[src/hdl/ssc_params.svh]
/*
  Offsets, bit positions, reset values and fixed codes of the system status and
  control ports. Assumes a 10-bit I/O address; higher address lines wrap away outside.
*/
`ifndef SSC_PARAMS_SVH
`define SSC_PARAMS_SVH

// ----------------------------------------------------------------------------
// Port addresses
// ----------------------------------------------------------------------------
`define SSC_ADDR_PRIMARY 10'h060
`define SSC_ADDR_CONTROL 10'h061
`define SSC_ADDR_SECONDARY 10'h062
`define SSC_ADDR_STATUS_WR 10'h064
`define SSC_ADDR_RAMFIT_WR 10'h065
`define SSC_ADDR_NMI_EN 10'h0a0

// ----------------------------------------------------------------------------
// Control port and NMI enable port bit positions
// ----------------------------------------------------------------------------
`define SSC_CTRL_KBD_SEL 7
`define SSC_CTRL_KBD_CLK_EN 6
`define SSC_CTRL_EXT_BLOCK 5
`define SSC_CTRL_PAR_DIS 4
`define SSC_CTRL_NIBBLE 2
`define SSC_CTRL_SPK 1
`define SSC_CTRL_GATE2 0
`define SSC_NMI_EN_BIT 7

// ----------------------------------------------------------------------------
// Reset values, masks and fixed codes
// ----------------------------------------------------------------------------
`define SSC_CTRL_RESET 8'h00
`define SSC_NMI_EN_RESET 1'b0
`define SSC_STATUS_WR_RESET 8'h00
`define SSC_RAMFIT_RESET 5'h00
`define SSC_STATUS_WR_MASK 8'h72
`define SSC_STATUS_FIXED 8'h0d
`define SSC_UNMAPPED_READ 8'hff
`define SSC_DISPLAY_MONO_80X25 2'h3
`define SSC_TIMER01_GATE_ON 2'h3

`endif

[src/hdl/ssc_pkg.sv]
/*
  Types shared by the system status and control ports.
  Assumes nothing of its surroundings.
*/
`default_nettype none
package ssc_pkg;

  // --------------------------------------------------------------------------
  // Address decode result, one-hot
  // --------------------------------------------------------------------------
  typedef enum logic [6:0] {
    SEL_NONE = 7'h01,
    SEL_PRIMARY = 7'h02,
    SEL_CONTROL = 7'h04,
    SEL_SECONDARY = 7'h08,
    SEL_STATUS_WR = 7'h10,
    SEL_RAMFIT_WR = 7'h20,
    SEL_NMI_EN = 7'h40
  } port_sel_type;

endpackage
`default_nettype wire

[src/hdl/system_status_control_ports.sv]
/*
  System status and control ports: control port, two status ports, the
  status and RAM-fitted write registers, the NMI enable, keyboard code latch,
  NMI gating and speaker gating. Assumes one-cycle read and write strobes
  synchronous to clk_sys, and a keyboard receiver that delivers a whole code
  with a one-cycle valid pulse.
*/
//
// What this block does
// - Write-only NMI enable; bit 7 passes NMI, bit 7 clear blocks it.
// - Reset clears the NMI enable.
// - NMI combines on-board parity failure, coprocessor interrupt and channel-check.
// - Port directions are fixed; reset never changes them.
// - Control port holds select, clock enable, blocks, nibble, speaker and gate bits.
// - Select high reads status and disables keyboard; low reads keycode.
// - Each keycode arriving with clock enabled, select low and none pending is latched and raises the level 1 keyboard interrupt.
// - Keyboard data held low while interrupt pends; keyboard waits for release.
// - External block bit stops channel-check NMI and suppresses pending NMI.
// - NMI stays latched until software pulses the external block bit.
// - Nibble select picks low four RAM-fitted bits or its top bit.
// - Speaker is timer 2 output AND the speaker drive bit.
// - Control bit 0 drives timer 2 gate; gates 0 and 1 stay on.
// - Primary status: bit 7 zero, bits 3,2,0 one, others from register.
// - Display mode value three means external monochrome 80x25 text.
// - Secondary status: parity errors, timer 2 output, zero, RAM-fitted nibble.
// - Register at 064h supplies primary status bits 6, 5, 4 and 1.
// - Register at 065h holds the five RAM-fitted indicator bits.
// - On-board parity status bit reads zero while parity checking is disabled.
// - External parity status follows live input when blocked, else latched.
`timescale 1ns/1ps
`default_nettype none
`include "ssc_params.svh"

module system_status_control_ports (
  input wire logic clk_sys,
  input wire logic arst_n,
  input wire logic ce,
  input wire logic [9:0] io_addr,
  input wire logic io_wr,
  input wire logic io_rd,
  input wire logic [7:0] io_wdata,
  output logic [7:0] io_rdata,
  output logic io_rvalid,
  input wire logic kbd_code_valid,
  input wire logic [7:0] kbd_code,
  output logic kbd_irq,
  output logic kbd_data_out,
  output logic kbd_data_oe,
  output logic kbd_clock_enable,
  input wire logic parity_error_in,
  input wire logic numeric_coprocessor_int,
  input wire logic channel_check_input,
  output logic nmi,
  input wire logic timer2_output,
  output logic timer2_gate,
  output logic [1:0] timer01_gate,
  output logic speaker_out,
  output logic [1:0] default_display_mode,
  output logic mono_80x25
);

  // --------------------------------------------------------------------------
  // Reset release
  // --------------------------------------------------------------------------
  logic rst_meta_r;
  logic rst_n;

  always_ff @(posedge clk_sys or negedge arst_n)
  begin
    if (!arst_n)
    begin
      rst_meta_r <= 1'b0;
      rst_n <= 1'b0;
    end
    else
    begin
      rst_meta_r <= 1'b1;
      rst_n <= rst_meta_r;
    end
  end

  // --------------------------------------------------------------------------
  // Address decode
  // --------------------------------------------------------------------------
  function automatic ssc_pkg::port_sel_type decode_port(input logic [9:0] addr);
    case (addr)
      `SSC_ADDR_PRIMARY: decode_port = ssc_pkg::SEL_PRIMARY;
      `SSC_ADDR_CONTROL: decode_port = ssc_pkg::SEL_CONTROL;
      `SSC_ADDR_SECONDARY: decode_port = ssc_pkg::SEL_SECONDARY;
      `SSC_ADDR_STATUS_WR: decode_port = ssc_pkg::SEL_STATUS_WR;
      `SSC_ADDR_RAMFIT_WR: decode_port = ssc_pkg::SEL_RAMFIT_WR;
      `SSC_ADDR_NMI_EN: decode_port = ssc_pkg::SEL_NMI_EN;
      default: decode_port = ssc_pkg::SEL_NONE;
    endcase
  endfunction

  ssc_pkg::port_sel_type sel;

  assign sel = decode_port(io_addr);

  // --------------------------------------------------------------------------
  // State
  // --------------------------------------------------------------------------
  logic [7:0] ctrl_r;
  logic [7:0] ctrl_nxt;
  logic nmi_en_r;
  logic nmi_en_nxt;
  logic [7:0] status_wr_r;
  logic [7:0] status_wr_nxt;
  logic [4:0] ramfit_r;
  logic [4:0] ramfit_nxt;
  logic [7:0] kbd_code_r;
  logic [7:0] kbd_code_nxt;
  logic kbd_pend_r;
  logic kbd_pend_nxt;
  logic par_latch_r;
  logic par_latch_nxt;
  logic chk_latch_r;
  logic chk_latch_nxt;
  logic [7:0] rdata_r;
  logic [7:0] rdata_nxt;
  logic rvalid_r;
  logic rvalid_nxt;
  logic [7:0] primary_status;
  logic [7:0] secondary_status;
  logic [3:0] ram_nibble;
  logic par_set;
  logic chk_set;

  // Port directions are structural: only the control and write registers
  // take bus data, so nothing at reset can turn a status port around.
  always_comb
  begin
    ram_nibble = ctrl_r[`SSC_CTRL_NIBBLE] ? ramfit_r[3:0] : {3'h0, ramfit_r[4]};
    primary_status = (status_wr_r & `SSC_STATUS_WR_MASK) | `SSC_STATUS_FIXED;
    secondary_status = {par_latch_r & ~ctrl_r[`SSC_CTRL_PAR_DIS],
                        ctrl_r[`SSC_CTRL_EXT_BLOCK] ? channel_check_input : chk_latch_r,
                        timer2_output,
                        1'b0,
                        ram_nibble};
  end

  always_comb
  begin
    ctrl_nxt = ctrl_r;
    nmi_en_nxt = nmi_en_r;
    status_wr_nxt = status_wr_r;
    ramfit_nxt = ramfit_r;
    if (io_wr)
    begin
      case (sel)
        ssc_pkg::SEL_CONTROL: ctrl_nxt = io_wdata;
        ssc_pkg::SEL_NMI_EN: nmi_en_nxt = io_wdata[`SSC_NMI_EN_BIT];
        ssc_pkg::SEL_STATUS_WR: status_wr_nxt = io_wdata & `SSC_STATUS_WR_MASK;
        ssc_pkg::SEL_RAMFIT_WR: ramfit_nxt = io_wdata[4:0];
        default: ctrl_nxt = ctrl_r;
      endcase
    end
  end

  // Keyboard: a code arriving while one pends is dropped; the held data line
  // tells a well-behaved keyboard not to send it.
  always_comb
  begin
    kbd_code_nxt = kbd_code_r;
    kbd_pend_nxt = kbd_pend_r;
    if (ctrl_r[`SSC_CTRL_KBD_SEL])
    begin
      kbd_pend_nxt = 1'b0;
    end
    else if (kbd_code_valid && ctrl_r[`SSC_CTRL_KBD_CLK_EN] && !kbd_pend_r)
    begin
      kbd_code_nxt = kbd_code;
      kbd_pend_nxt = 1'b1;
    end
  end

  // NMI sources: a new parity fault in the clearing cycle keeps its latch set; a new channel-check fault does not.
  always_comb
  begin
    par_set = parity_error_in && !ctrl_r[`SSC_CTRL_PAR_DIS];
    chk_set = channel_check_input && !ctrl_r[`SSC_CTRL_EXT_BLOCK];
    par_latch_nxt = par_set || (par_latch_r && !ctrl_r[`SSC_CTRL_EXT_BLOCK]);
    chk_latch_nxt = chk_set || (chk_latch_r && !ctrl_r[`SSC_CTRL_EXT_BLOCK]);
  end

  always_comb
  begin
    rdata_nxt = rdata_r;
    rvalid_nxt = io_rd;
    if (io_rd)
    begin
      case (sel)
        ssc_pkg::SEL_PRIMARY: rdata_nxt = ctrl_r[`SSC_CTRL_KBD_SEL] ? primary_status : kbd_code_r;
        ssc_pkg::SEL_CONTROL: rdata_nxt = ctrl_r;
        ssc_pkg::SEL_SECONDARY: rdata_nxt = secondary_status;
        default: rdata_nxt = `SSC_UNMAPPED_READ;
      endcase
    end
  end

  always_ff @(posedge clk_sys or negedge rst_n)
  begin
    if (!rst_n)
    begin
      ctrl_r <= `SSC_CTRL_RESET;
      nmi_en_r <= `SSC_NMI_EN_RESET;
      status_wr_r <= `SSC_STATUS_WR_RESET;
      ramfit_r <= `SSC_RAMFIT_RESET;
      kbd_code_r <= 8'h00;
      kbd_pend_r <= 1'b0;
      par_latch_r <= 1'b0;
      chk_latch_r <= 1'b0;
      rdata_r <= 8'h00;
      rvalid_r <= 1'b0;
    end
    else if (ce)
    begin
      ctrl_r <= ctrl_nxt;
      nmi_en_r <= nmi_en_nxt;
      status_wr_r <= status_wr_nxt;
      ramfit_r <= ramfit_nxt;
      kbd_code_r <= kbd_code_nxt;
      kbd_pend_r <= kbd_pend_nxt;
      par_latch_r <= par_latch_nxt;
      chk_latch_r <= chk_latch_nxt;
      rdata_r <= rdata_nxt;
      rvalid_r <= rvalid_nxt;
    end
  end

  // --------------------------------------------------------------------------
  // Outputs
  // --------------------------------------------------------------------------
  assign io_rdata = rdata_r;
  assign io_rvalid = rvalid_r;
  assign kbd_irq = kbd_pend_r && !ctrl_r[`SSC_CTRL_KBD_SEL];
  assign kbd_data_out = 1'b0;
  assign kbd_data_oe = kbd_pend_r;
  assign kbd_clock_enable = ctrl_r[`SSC_CTRL_KBD_CLK_EN];
  // The coprocessor line is level driven and not latched here.
  assign nmi = nmi_en_r && (numeric_coprocessor_int ||
               (!ctrl_r[`SSC_CTRL_EXT_BLOCK] && (par_latch_r || chk_latch_r)));
  assign speaker_out = timer2_output && ctrl_r[`SSC_CTRL_SPK];
  assign timer2_gate = ctrl_r[`SSC_CTRL_GATE2];
  assign timer01_gate = `SSC_TIMER01_GATE_ON;
  assign default_display_mode = status_wr_r[5:4];
  assign mono_80x25 = (status_wr_r[5:4] == `SSC_DISPLAY_MONO_80X25);

  // --------------------------------------------------------------------------
  // Assertions
  // --------------------------------------------------------------------------
  property p_nmi_blocked;
    @(posedge clk_sys) disable iff (!rst_n)
    !nmi_en_r |-> !nmi;
  endproperty
  a_nmi_blocked: assert property (p_nmi_blocked) else $error("nmi passed while disabled");

  property p_nmi_en_write;
    @(posedge clk_sys) disable iff (!rst_n)
    ce && io_wr && sel == ssc_pkg::SEL_NMI_EN |=> nmi_en_r == $past(io_wdata[7]);
  endproperty
  a_nmi_en_write: assert property (p_nmi_en_write) else $error("nmi enable not written");

  property p_nmi_reset;
    @(posedge clk_sys)
    $rose(rst_n) |-> !nmi_en_r && !nmi;
  endproperty
  a_nmi_reset: assert property (p_nmi_reset) else $error("nmi enabled after reset");

  property p_chk_latch;
    @(posedge clk_sys) disable iff (!rst_n)
    ce && channel_check_input && !ctrl_r[5] |=> chk_latch_r [*2] or (ctrl_r[5] or !ce);
  endproperty
  a_chk_latch: assert property (p_chk_latch) else $error("channel check not latched");

  property p_block_clears;
    @(posedge clk_sys) disable iff (!rst_n)
    ce && ctrl_r[5] && !(parity_error_in && !ctrl_r[4])
      |=> !chk_latch_r && !(nmi && !numeric_coprocessor_int);
  endproperty
  a_block_clears: assert property (p_block_clears) else $error("blocked nmi survived");

  property p_kbd_latch;
    @(posedge clk_sys) disable iff (!rst_n)
    ce && kbd_code_valid && ctrl_r[6] && !ctrl_r[7] && !kbd_pend_r
      |=> kbd_data_oe && !kbd_data_out && kbd_code_r == $past(kbd_code);
  endproperty
  a_kbd_latch: assert property (p_kbd_latch) else $error("keycode not latched");

  property p_primary_read;
    @(posedge clk_sys) disable iff (!rst_n)
    ce && io_rd && sel == ssc_pkg::SEL_PRIMARY
      |=> io_rvalid && io_rdata == ($past(ctrl_r[7]) ? (($past(status_wr_r) & 8'h72) | 8'h0d)
                                                     : $past(kbd_code_r));
  endproperty
  a_primary_read: assert property (p_primary_read) else $error("primary port wrong");

  property p_secondary_read;
    @(posedge clk_sys) disable iff (!rst_n)
    ce && io_rd && sel == ssc_pkg::SEL_SECONDARY
      |=> io_rdata[5] == $past(timer2_output) && !io_rdata[4]
          && (!$past(ctrl_r[4]) || !io_rdata[7])
          && ($past(ctrl_r[2]) || io_rdata[3:0] == {3'h0, $past(ramfit_r[4])});
  endproperty
  a_secondary_read: assert property (p_secondary_read) else $error("secondary port wrong");

  property p_ctrl_readback;
    @(posedge clk_sys) disable iff (!rst_n)
    ce && io_wr && sel == ssc_pkg::SEL_CONTROL ##1 !io_wr
      ##1 ce && io_rd && sel == ssc_pkg::SEL_CONTROL
      |=> io_rdata == $past(io_wdata, 3);
  endproperty
  a_ctrl_readback: assert property (p_ctrl_readback) else $error("control readback wrong");

  property p_speaker;
    @(posedge clk_sys) disable iff (!rst_n)
    speaker_out == (timer2_output && ctrl_r[1]) && timer2_gate == ctrl_r[0] && timer01_gate == 2'h3;
  endproperty
  a_speaker: assert property (p_speaker) else $error("speaker or gate wrong");

endmodule
`default_nettype wire

[config.mk]
export PLATFORM = sky130hd
export DESIGN_NAME = system_status_control_ports
export DESIGN_NICKNAME = d
export VERILOG_FILES = /design/src/hdl/ssc_pkg.sv /design/src/hdl/system_status_control_ports.sv
export VERILOG_INCLUDE_DIRS = /design/src /design/src/hdl
export SDC_FILE = /design/constraint.sdc
export NUM_CORES = 1
export LEC_CHECK = 0
export BUFFER_PORTS_ARGS = -buffer_cell sky130_fd_sc_hd__buf_2
export CORE_ASPECT_RATIO = 2
export CORE_UTILIZATION = 51
export DETAILED_ROUTE_END_ITERATION = 8
export GPL_TIMING_DRIVEN = 0
export PLACE_DENSITY = 0.91
export SETUP_SLACK_MARGIN = 0.2
export SYNTH_ARGS = -nofsm -noshare
export SYNTH_HDL_FRONTEND = slang
export SYNTH_SLANG_ARGS = --single-unit
[constraint.sdc]
create_clock -name clk_sys -period 1.4 [get_ports clk_sys]
set_input_delay 0.07 -clock clk_sys [delete_from_list [all_inputs] [get_ports clk_sys]]
set_output_delay 0.07 -clock clk_sys [all_outputs]
set_load 0.02 [all_outputs]
# Yosys cells after proc, flatten, opt, wreduce, memory -nomap -nowiden
# Cells that the tools add are included.
[word_totals]
reg_bits = 40
latchBits = 0
ram_bits = 0
rom_bits = 0
out_inout_bits = 21
elab_cells = 61
mem_count = 0
[op_classes]
addsub = 0
n_mul = 0
n_div = 0
magnitude_cmp = 0
n_eq_ne = 13
n_shift = 0
n_mux = 7
n_bitwise = 3
n_reduce_logical = 26
[op_table]
columns = ["operator", "count"]
rows = [
  ["$eq 10x7->1 const B", 5],
  ["$pmux 7 s6", 1],
  ["$pmux 8 s3", 1],
  ["$reduce_and 3->1", 5],
  ["$eq 10x8->1 const B", 1],
  ["$logic_and 1x1->1", 10],
  ["$mux 8", 1],
  ["$eq 7x2->1 const B", 1],
  ["$eq 7x3->1 const B", 1],
  ["$eq 7x4->1 const B", 1],
  ["$eq 7x5->1 const B", 1],
  ["$eq 7x6->1 const B", 1],
  ["$eq 7x7->1 const B", 1],
  ["$logic_not 1->1", 4],
  ["$logic_or 1x1->1", 4],
  ["$mux 4", 1],
  ["$reduce_and 2->1", 2],
  ["$mux 1", 3],
  ["$eq 2x2->1 const B", 1],
  ["$not 1->1", 2],
  ["$reduce_bool 2->1", 1],
  ["$and 1x1->1", 1],
]

# Depth between registers and ports, before layout
# Gate-level depths: netlist of run 1.
[depth]
ltp_word = 4
depth_mapped = 5
ltp_nobuf = 4

# Worst setup path before layout of run 1
# OpenSTA, ideal clock, no wires.
[synth_timing]
path_type = "flip-flop to flip-flop"
start = "register kbd_pend_r (netlist: kbd_data_oe)"
end = "register kbd_code_r[0]"
setup_time_ns = 0.125
arrival_time_ns = 1.224
t_required_ns = 1.275
slack_ns = 0.051
stages_incl_launch_ff = 4
path_buffers = 0
period_less_slack_ns = 1.349
cell_sequence = "dfrtp_1 nor2_1 nand4_1 mux2_2"
[synth_between]
elab_chain_cells = 3
[synth_lines]
columns = ["item", "line_no", "text"]
rows = [
  ["start: declaration", "system_status_control_ports.sv:114", "logic kbd_pend_r;"],
  ["start signal: assignment", "system_status_control_ports.sv:224", "kbd_pend_r <= kbd_pend_nxt;"],
  ["$logic_not 1->1", "system_status_control_ports.sv:171", "else if (kbd_code_valid && ctrl_r[`SSC_CTRL_KBD_CLK_EN] && !kbd_pend_r)"],
  ["$logic_and 1x1->1", "system_status_control_ports.sv:171", ""],
  ["$reduce_and 3->1 (no line)", "--", ""],
  ["end signal: assignment", "system_status_control_ports.sv:223", "kbd_code_r <= kbd_code_nxt;"],
  ["end: declaration", "system_status_control_ports.sv:112", "logic [7:0] kbd_code_r;"],
]
# Every way passes these cells.
# A chain may end at the register's enable or synchronous reset.

# Final worst setup path of run 1
[layout_timing]
start = "register ctrl_r[7]"
end = "register rdata_r[6] (netlist: io_rdata[6])"
[layout_between]
elab_chain_cells = 2
[layout_lines]
columns = ["item", "line_no", "text"]
rows = [
  ["start: declaration", "system_status_control_ports.sv:104", "logic [7:0] ctrl_r;"],
  ["start signal: assignment", "system_status_control_ports.sv:206", "ctrl_r <= `SSC_CTRL_RESET;"],
  ["start signal: assignment", "system_status_control_ports.sv:219", "ctrl_r <= ctrl_nxt;"],
  ["$mux 8", "system_status_control_ports.sv:194", "ssc_pkg::SEL_PRIMARY: rdata_nxt = ctrl_r[`SSC_CTRL_KBD_SEL] ? primary_status : kbd_code_r;"],
  ["$pmux 8 s3", "system_status_control_ports.sv:193", "case (sel)"],
  ["end signal: assignment", "system_status_control_ports.sv:227", "rdata_r <= rdata_nxt;"],
  ["end: declaration", "system_status_control_ports.sv:120", "logic [7:0] rdata_r;"],
]
# Every way passes these cells.

==> qor.txt, run 1 <==
FF+latch count, synth - 40
reg-to-reg slack, setup - 0.05 ns
non-filler cells, final - 283
root buffer cell - clkbuf_8
maxcap violations - 0
Pwr Total - 2.13 mW
P per Cell Area - 849 mW/mm^2
routed wire length - 4330 um
asr flop ratio synth - 100%
post-layout instance area - 0.00250 mm^2
most frequent cells in the layout - buf_2 (50), dfrtp_1 (38), mux2_2 (21)
Slew HR - 46.9%
Skew-Pair Late Insertion Delay - 0.30 ns
area of the mapped netlist - 0.00197 mm^2
Leak - 1.22 nW
VDD IR max - 0.000702 V
die width - 45.9 um
vias in the first global route - 1,616
wire length per cell - 15.3 um
post-synthesis sequential area ratio - 50.8%
first-pass GRT wire length - 6910 um
die height - 89.9 um
IO Port Bufs - 50
number of routed nets with antenna violations - 0
Mapped Cells - 165
register area - 0.00100 mm^2
post-route worst setup slack - 0.0523 ns
min Tclk post-route - 1.35 ns
Main synth FF type - dfrtp_1
fmax - 742 MHz
number of remaining DRC errors - 0
gpl congestion - 0.850
via count - 1,557
final period utilization - 96.3%
CTS tree - done
Critical Path End Type - flip-flop
Worst setup SP type - flip-flop
Slew Viols, Final - 0
I/O Pins - 57
Detailed Route Iter0 Violations - 27
leading cell type in the layout, fill and taps excluded - buf_2
RSZ-0062 raised after global routing - yes
CTS H-tree depth - 2
WP data arrival - 1.54 ns
Synth Area per Inst - 11.9 um^2
Final Hold Viols - 0
hold crit path type - in -> reg
num rows - 31
clock sink count - 40
die area - 0.00413 mm^2
placed cells - 266
largest net degree at the start of global routing - 39
Netlist cell types - 35
CTS Buffer Depth - 2
initial antenna violation count - 0
number of synthesized flops with an enable pin - 0
post-DP HPWL - 3270 um
Area Growth Syn to Fin - 27.1%
GRT overflow - 0
outcome - finished, final reports clean
GR Util All Layers - 23.6%
area of the multi-input gates - 908 um^2
YS warnings - 0
critical path fanouts, max - 5
DR vias/cell - 5.50
CP required - 1.59 ns
kind of critical path - reg -> reg
share of cells above drive strength 1 - 50.4%
Initial DRT Pass Iterations - 4
Core Region - 0.00365 mm^2
final design utilization - 68.7%
final setup violating endpoints - 0
Clock transition at path regs - 0.07 ns
CTS Buf Count - 5
placed inst area - 0.00230 mm^2
Clock Skews - 0.0116 ns
Worst Tran Pin Value - 0.797 ns
Nets - 270
Setup Slack @ Placement - -0.119 ns
Starting Density - 54.0%
fillers - 289
ant diodes - 0
## what timing repair did
action	4_1_cts	5_1_grt
hold endpoints to repair	4	0
hold buffers	3	0
pin swaps	4	4
gates cloned	0	0
resized for setup	9	3
buffers inserted	5	2
endpoints found under the setup margin	19	17
## cell type report
| type | instances | share of cell area, % |
|---|---|---|
| timing repair buffer | 60 | 13.8 |
| clock inverter | 1 | 0.200 |
| multi-input combinational | 109 | 36.3 |
| clock buffer | 6 | 2.90 |
| buffer | 13 | 3.55 |
| sequential | 40 | 40.1 |
| inverter | 5 | 0.750 |
| tap | 49 | 2.45 |
## logic make-up after synthesis
logic type,count (synthesis),synth area share (%)
buffers and inverters,18,5.15
flip-flops,40,50.8
AO/OA/AOI/OAI,26,8.45
other,2,0.381
AND/OR/NAND/NOR,46,14.9
multiplexers,33,20.3
## cells in the mapped netlist (3+ instances only)
| cell | count | area share [%] |
|---|---|---|
| nor2_1 | 12 | 2.3 |
| and2_1 | 3 | 0.95 |
| nor2b_1 | 3 | 0.95 |
| inv_1 | 5 | 0.95 |
| buf_4 | 6 | 2.3 |
| mux2_4 | 8 | 6.1 |
| nor3_1 | 5 | 1.3 |
| o21ai_0 | 6 | 1.5 |
| a31oi_1 | 6 | 1.9 |
| nand2_1 | 7 | 1.3 |
| mux2_2 | 23 | 13 |
| a211o_1 | 4 | 1.8 |
| a21oi_1 | 6 | 1.5 |
| nand4_1 | 4 | 1.3 |
| buf_2 | 3 | 0.76 |
| dfrtp_1 | 40 | 51 |
| clkbuf_1 | 3 | 0.57 |
## final timing paths
check / start / endpoint / depth (start not counted)
worst max-delay path: ctrl_r[7] / io_rdata[6] / 4
worst min-delay path: kbd_code[7] / kbd_code_r[7] / 2
worst max register to register: ctrl_r[7] / io_rdata[6] / 4
worst min register to register: rst_n / ramfit_r[2] / 0
max in group asynchronous: rst_n / ctrl_r[7] / 0
min in group asynchronous: arst_n / rst_meta_r / 2
## per-layer routing
layer	part of all wire (%)	GRT usage [%]
met5	0	0
met4	4.0	15.7
met3	5.1	5.42
met2	56	40.4
met1	35	23.0
## report_power, final
part | switching, mW | total, mW | leakage [nW] | internal (mW)
Clock | 0.377 | 0.716 | 0.0410 | 0.338
Combinational | 0.104 | 0.203 | 0.685 | 0.0997
Sequential | 0.0313 | 1.21 | 0.496 | 1.17
## registers in the layout, summed over array words and instances (netlist names), 4 cells and up
signal	flops
io_rdata	8
ramfit_r	5
kbd_code_r	8
ctrl_r	8
status_wr_r	4
## critical path, cell delays in order, from the launching register on
cell,delay [ns]
dfrtp_2,0.46
mux2_4,0.32
mux2_4,0.27
o21ai_2,0.11
a21oi_1,0.07
## through the flow
step | hold slack, ns | setup TNS, ns
3_3_place_gp | -0.145 | -6.51
2_1_floorplan | -0.226 | 0
4_1_cts | 0.00103 | 0
6_report | 0.00579 | 0
5_1_grt | 0.00637 | 0
3_5_place_dp | -0.144 | -0.887
Power figures use the tool's default switching activity.
==> run 2, diff against run 1 <==
Settings changed: ABC_AREA set to 1, CORE_UTILIZATION 51 to 52.
==> qor.txt, run 2 <==
outcome - finished, final reports clean
top cells by area, synth - dfrtp_1 (47%), nand2_1 (8.1%), nor2_1 (6.5%), inv_1 (6.2%), nand3_1 (6.1%)
Slew HR - 46.6% (-0.26 points)
final setup violating endpoints - 0 (unchanged)
RSZ-0062 raised after global routing - yes
number of synthesized flops with an enable pin - 0 (unchanged)
gpl congestion - 0.898 (+5.7%)
adder-cell area share of the yosys netlist - 0% (unchanged)
DR vias/cell - 5.21 (-5.3%)
fmax - 724 MHz (-2.4%)
routed wire length - 5340 um (+23%)
largest family of logic cells by synthesized area - simple AND/OR/NAND/NOR gates
area of the mapped netlist - 0.00212 mm^2 (+7.8%)
maxcap violations - 0 (unchanged)
post-route worst setup slack - 0.0193 ns (-0.0330 ns)
leading cell type in the layout, fill and taps excluded - buf_2
most frequent cell after synthesis - nand2_1
root buffer cell - clkbuf_8
top cell type by total area after synthesis - dfrtp_1
Worst setup startpoint - kbd_data_oe
VDD IR max - 0.000831 V (+18%)
asr flop ratio synth - 100% (unchanged)
vias in the first global route - 1,898 (+17%)
number of remaining DRC errors - 0 (unchanged)
clock sink count - 40 (unchanged)
Synth top area share - 47.2% (-3.7 points)
Detailed Route Iter0 Violations - 54 (+100%)
CP required - 1.58 ns (about the same)
Area Growth Syn to Fin - 30.3%
Post-Synth Simple-Gate Area - 30.1% (+15 points)
post-DP HPWL - 3710 um (+13%)
Slew Viols, Final - 0 (unchanged)
Hold Startpoint - kbd_code[1]
met2 usage - 43.6% (+3.3 points)
num rows - 32 (+3.2%)
Pwr Total - 2.16 mW (+1.8%)
met1 usage - 26.7% (+3.7 points)
Synth Area per Inst - 8.22 um^2 (-31%)
number of routed nets with antenna violations - 0 (unchanged)
Worst setup SP type - flip-flop
final period utilization - 98.6% (+2.4 points)
Critical Path End Type - flip-flop
Main synth FF type - dfrtp_1
Reg-to-Reg Start - kbd_data_oe
CTS tree - done
Netlist cell types - 29 (-17%)
post-synthesis mux area share - 4.07% (-16 points)
GRT overflow - 0 (unchanged)
kind of critical path - reg -> reg
reg-to-reg slack, setup - 0.02 ns (-0.03 ns)
Starting Density - 54.6% (+0.62 points)
Final Hold Viols - 0 (unchanged)
Skew-Pair Late Insertion Delay - 0.30 ns (about the same)
min Tclk post-route - 1.38 ns (+0.0330 ns)
CP endpoint - kbd_code_r[3]
P per Cell Area - 782 mW/mm^2 (-7.8%)
worst reg2reg path depth - 4 (unchanged)
wire length per cell - 13.8 um (-10%)
capturing point of the worst reg2reg path - kbd_code_r[3]
Compound-Gate Fraction of Synth Area - 8.43% (-0.018 points)
synth cell count leaders - nand2_1 (46), dfrtp_1 (40), nor2_1 (37)
grt met3 use - 5.07% (-0.35 points)
final design utilization - 71.2% (+2.5 points)
YS warnings - 0 (unchanged)
via count - 2,022 (+30%)
post-synthesis sequential area ratio - 47.2% (-3.7 points)
ant diodes - 0 (unchanged)
global routing's busiest layer - met2
IO Port Bufs - 53 (+6.0%)
CTS H-tree depth - 2 (unchanged)
CTS Buf Count - 5 (unchanged)
most frequent cells in the layout - buf_2 (53), nand2_1 (43), dfrtp_1 (38)
Nets - 372 (+38%)
FF+latch count, synth - 40 (unchanged)
WP data arrival - 1.57 ns (+0.03 ns)
critical path fanouts, max - 5 (unchanged)
Worst Tran Pin Value - 0.801 ns (+0.00390 ns)
largest net degree at the start of global routing - 39 (unchanged)
hold crit path type - in -> reg
Clock transition at path regs - 0.08 ns (about the same)
Leak - 1.46 nW (+19%)
I/O Pins - 57 (unchanged)
Clock Skews - 0.0123 ns (+0.000621 ns)
CTS Buffer Depth - 2 (unchanged)
die height - 92.3 um (+2.7%)
Mapped Cells - 258 (+56%)
Core Region - 0.00388 mm^2 (+6.5%)
xor and xnor area share after synthesis - 0% (unchanged)
initial antenna violation count - 0 (unchanged)
share of cells above drive strength 1 - 38.9% (-12 points)
die width - 47.2 um (+2.7%)
GR Util All Layers - 26.4% (+2.7 points)
Setup Slack @ Placement - 0.0621 ns (+0.181 ns)
first-pass GRT wire length - 8030 um (+16%)
Initial DRT Pass Iterations - 5 (+1)
die area - 0.00436 mm^2 (+5.5%)
## run 2: per-stage QoR
| step | instance area (um^2) | hold slack [ns] | TNS [ns] | instances |
|---|---|---|---|---|
| global route | 2770 | 0.00362 | -0.169 | 388 |
| global placement | 2470 | -0.144 | 0 | 364 |
| finish | 2770 | 0.00669 | 0 | 388 |
| CTS | 2650 | 0.00396 | 0 | 382 |
| detailed placement | 2470 | -0.144 | 0 | 364 |
| floorplan | 2140 | -0.226 | 0 | 260 |
## run 2: metal layers
metal | wire length (um) | up-vias | share of wire (%)
met2 | 2910 | 94 | 55
met1 | 1840 | 933 | 34
met4 | 315 | 0 | 5.9
met5 | 0 | - | 0
li1 | - | 966 | -
met3 | 273 | 29 | 5.1
## run 2: repair_timing
action | CTS | global route
pin swaps | 1 | 9
endpoints found under the setup margin | 11 | 17
hold buffers | 3 | 0
hold endpoints to repair | 4 | 0
cloned | 1 | 0
setup buffers | 6 | 6
gates resized for setup | 3 | 25
## run 2: how the worst min path moves through the flow
stage,cells after the start,endpoint
3_3_place_gp,1,rst_meta_r
2_1_floorplan,0,rst_meta_r
6_report,2,kbd_code_r[1]
4_1_cts,2,kbd_code_r[3]
3_5_place_dp,1,rst_meta_r
5_1_grt,2,kbd_code_r[3]
## run 2: cells by family after synthesis
logic type             count (synthesis)
flip-flops                            40
buffers and inverters                 47
AND/OR/NAND/NOR                      134
other                                  2
AO/OA/AOI/OAI                         29
multiplexers                           6
## run 2: worst max-delay path, cell delays in order, from the launching register on
cell and delay (ns):
dfrtp_2 0.43, nor2_2 0.14, nand4_1 0.20, buf_6 0.20, mux2_4 0.29
## run 2: area by class of cell
type	instances	area (um^2)
fillers	313	1120
flip-flops and latches	40	1000
multi-input cells	173	973
repair buffers	69	410
inverters	38	150
plain buffers	9	76.3
clock buffers	5	68.8
well taps	51	63.8
clock inverters	3	18.8
## run 2: power breakdown
part	switching (mW)	internal [mW]
sequential	0.0302	1.17
clock	0.414	0.347
combinational	0.118	0.0840
==> run 3, diff against run 2 <==
Settings changed: PLACE_DENSITY 0.91 to 0.79.
==> qor.txt, run 3 (synthesis gave the netlist of run 2 again) <==
worst stage delay on the critical path - 0.37 ns (-0.06 ns)
CP cell instances - buf_6 > clkinv_4 > nand4_1 > buf_6 > mux2_4
num rows - 32 (unchanged)
CP max stage cell - dfrtp_1
P per Cell Area - 787 mW/mm^2 (+0.55%)
most frequent cells in the layout - buf_2 (53), nand2_1 (46), dfrtp_1 (38)
ant diodes - 0 (unchanged)
VDD IR max - 0.000767 V (-7.7%)
RSZ-0062 raised after global routing - yes
setup tns final - 0 ns (unchanged)
first-pass GRT wire length - 7970 um (-0.77%)
root buffer cell - clkbuf_8
CTS H-tree depth - 2 (unchanged)
Nets - 368 (-1.1%)
via count - 1,928 (-4.6%)
fmax - 770 MHz (+6.3%)
Critical Path End Type - flip-flop
Leak - 1.42 nW (-2.6%)
CTS tree - done
hold crit path type - in -> reg
area of the multi-input gates - 947 um^2 (-2.7%)
kind of critical path - reg -> reg
CTS Buffer Depth - 2 (unchanged)
most used cell along the critical path - buf_6
Clock transition at path regs - 0.07 ns (about the same)
wire length per cell - 12.7 um (-7.4%)
leading cell type in the layout, fill and taps excluded - buf_2
outcome - finished, final reports clean
CP required - 1.57 ns (about the same)
Initial DRT Pass Iterations - 4 (-1)
WP data arrival - 1.47 ns (-0.10 ns)
Skew-Pair Late Insertion Delay - 0.29 ns (about the same)
Area Growth Syn to Fin - 26.5%
CP delay by family, top - flip-flops
Slew Viols, Final - 0 (unchanged)
Hold Startpoint - io_wdata[4]
GRT overflow - 0 (unchanged)
Worst Tran Pin Value - 0.822 ns (+0.0211 ns)
Slew HR - 45.2% (-1.4 points)
Final Hold Viols - 0 (unchanged)
final period utilization - 92.8% (-5.8 points)
share of cells above drive strength 1 - 35.2% (-3.6 points)
fillers - 357 (+14%)
CTS Buf Count - 5 (unchanged)
GR Util All Layers - 25.9% (-0.45 points)
clock sink count - 40 (unchanged)
Worst setup startpoint - ctrl_r[7]
Reg-to-Reg Start - ctrl_r[7]
number of remaining DRC errors - 0 (unchanged)
I/O Pins - 57 (unchanged)
placed cells - 364 (unchanged)
die area - 0.00436 mm^2 (unchanged)
number of routed nets with antenna violations - 0 (unchanged)
final setup violating endpoints - 0 (unchanged)
Detailed Route Iter0 Violations - 56 (+3.7%)
IO Port Bufs - 53 (unchanged)
Clock Skews - 0.00963 ns (-0.00264 ns)
DR vias/cell - 5.03 (-3.4%)
die height - 92.3 um (unchanged)
post-DP HPWL - 3590 um (-3.0%)
Starting Density - 54.6% (unchanged)
min Tclk post-route - 1.30 ns (-0.0816 ns)
initial antenna violation count - 0 (unchanged)
register area - 0.00100 mm^2 (unchanged)
gpl congestion - 0.895 (-0.31%)
Core Region - 0.00388 mm^2 (unchanged)
critical path fanouts, max - 6 (+1)
routed wire length - 4880 um (-8.6%)
maxcap violations - 0 (unchanged)
largest net degree at the start of global routing - 39 (unchanged)
vias in the first global route - 1,844 (-2.8%)
non-filler cells, final - 383 (-1.3%)
Worst setup SP type - flip-flop
die width - 47.2 um (unchanged)
WP buf/inv - 3 (+2)
-- run 3: metrics by stage --
stage | total power [mW] | hold slack, ns | util [%] | cell area, um^2 | setup WS [ns]
after floorplan | 1.31 | -0.226 | - | 2140 | 0.132
after global placement | 1.40 | -0.146 | 63.7 | 2470 | 0.0369
after detailed placement | 1.41 | -0.145 | 63.7 | 2470 | 0.0262
after CTS | 2.13 | 0.00405 | 67.9 | 2640 | 0.0938
after global routing | 2.19 | 0.00666 | 69.1 | 2690 | 0.0312
final | 2.11 | 0.00874 | 69.1 | 2690 | 0.101
-- run 3: area by class of cell --
| type | instances | area share, % |
|---|---|---|
| inverters | 38 | 5.50 |
| plain buffers | 9 | 2.84 |
| well taps | 51 | 2.38 |
| multi-input cells | 173 | 35.3 |
| repair buffers | 65 | 13.8 |
| clock buffers | 7 | 2.84 |
| flip-flops and latches | 40 | 37.4 |
-- run 3: worst register-to-register path: cells and delay by family (launching register included) --
family / cells / cell delay (ns)
simple gates: 1 / 0.15
flops: 1 / 0.37
buf+inv: 3 / 0.37
mux: 1 / 0.29
-- run 3: per-layer routing --
| layer | track usage, % | up-vias | wire [um] |
|---|---|---|---|
| met5 | 0 | - | 0 |
| met4 | 16.0 | 0 | 210 |
| met3 | 4.87 | 17 | 171 |
| met2 | 43.5 | 55 | 2640 |
| li1 | - | 960 | - |
| met1 | 27.8 | 896 | 1860 |
-- run 3: path summary, 6_finish.rpt --
path,to,slack [ns],cells after the start
max,kbd_code_r[2],0.10,5
min,status_wr_r[4],0.009,3
max reg2reg,kbd_code_r[2],0.10,5
min reg2reg,rst_n,0.34,0
max in group asynchronous,kbd_data_oe,0.45,0
min in group asynchronous,rst_n,0.08,2
-- run 3: repair_timing --
action	4_1_cts	5_1_grt
setup buffers	6	3
cloned	1	0
gates resized for setup	6	11
hold endpoints to repair	3	0
endpoints found under the setup margin	10	17
pin swaps	3	7
hold buffers	2	0
-- run 3: power by group --
part           leakage [nW]  switching [mW]  total [mW]  internal (mW)
logic                 0.915           0.113       0.194         0.0809
clock network        0.0383           0.375       0.718          0.343
registers             0.464          0.0296        1.20           1.17
total                  1.42           0.517        2.11           1.59
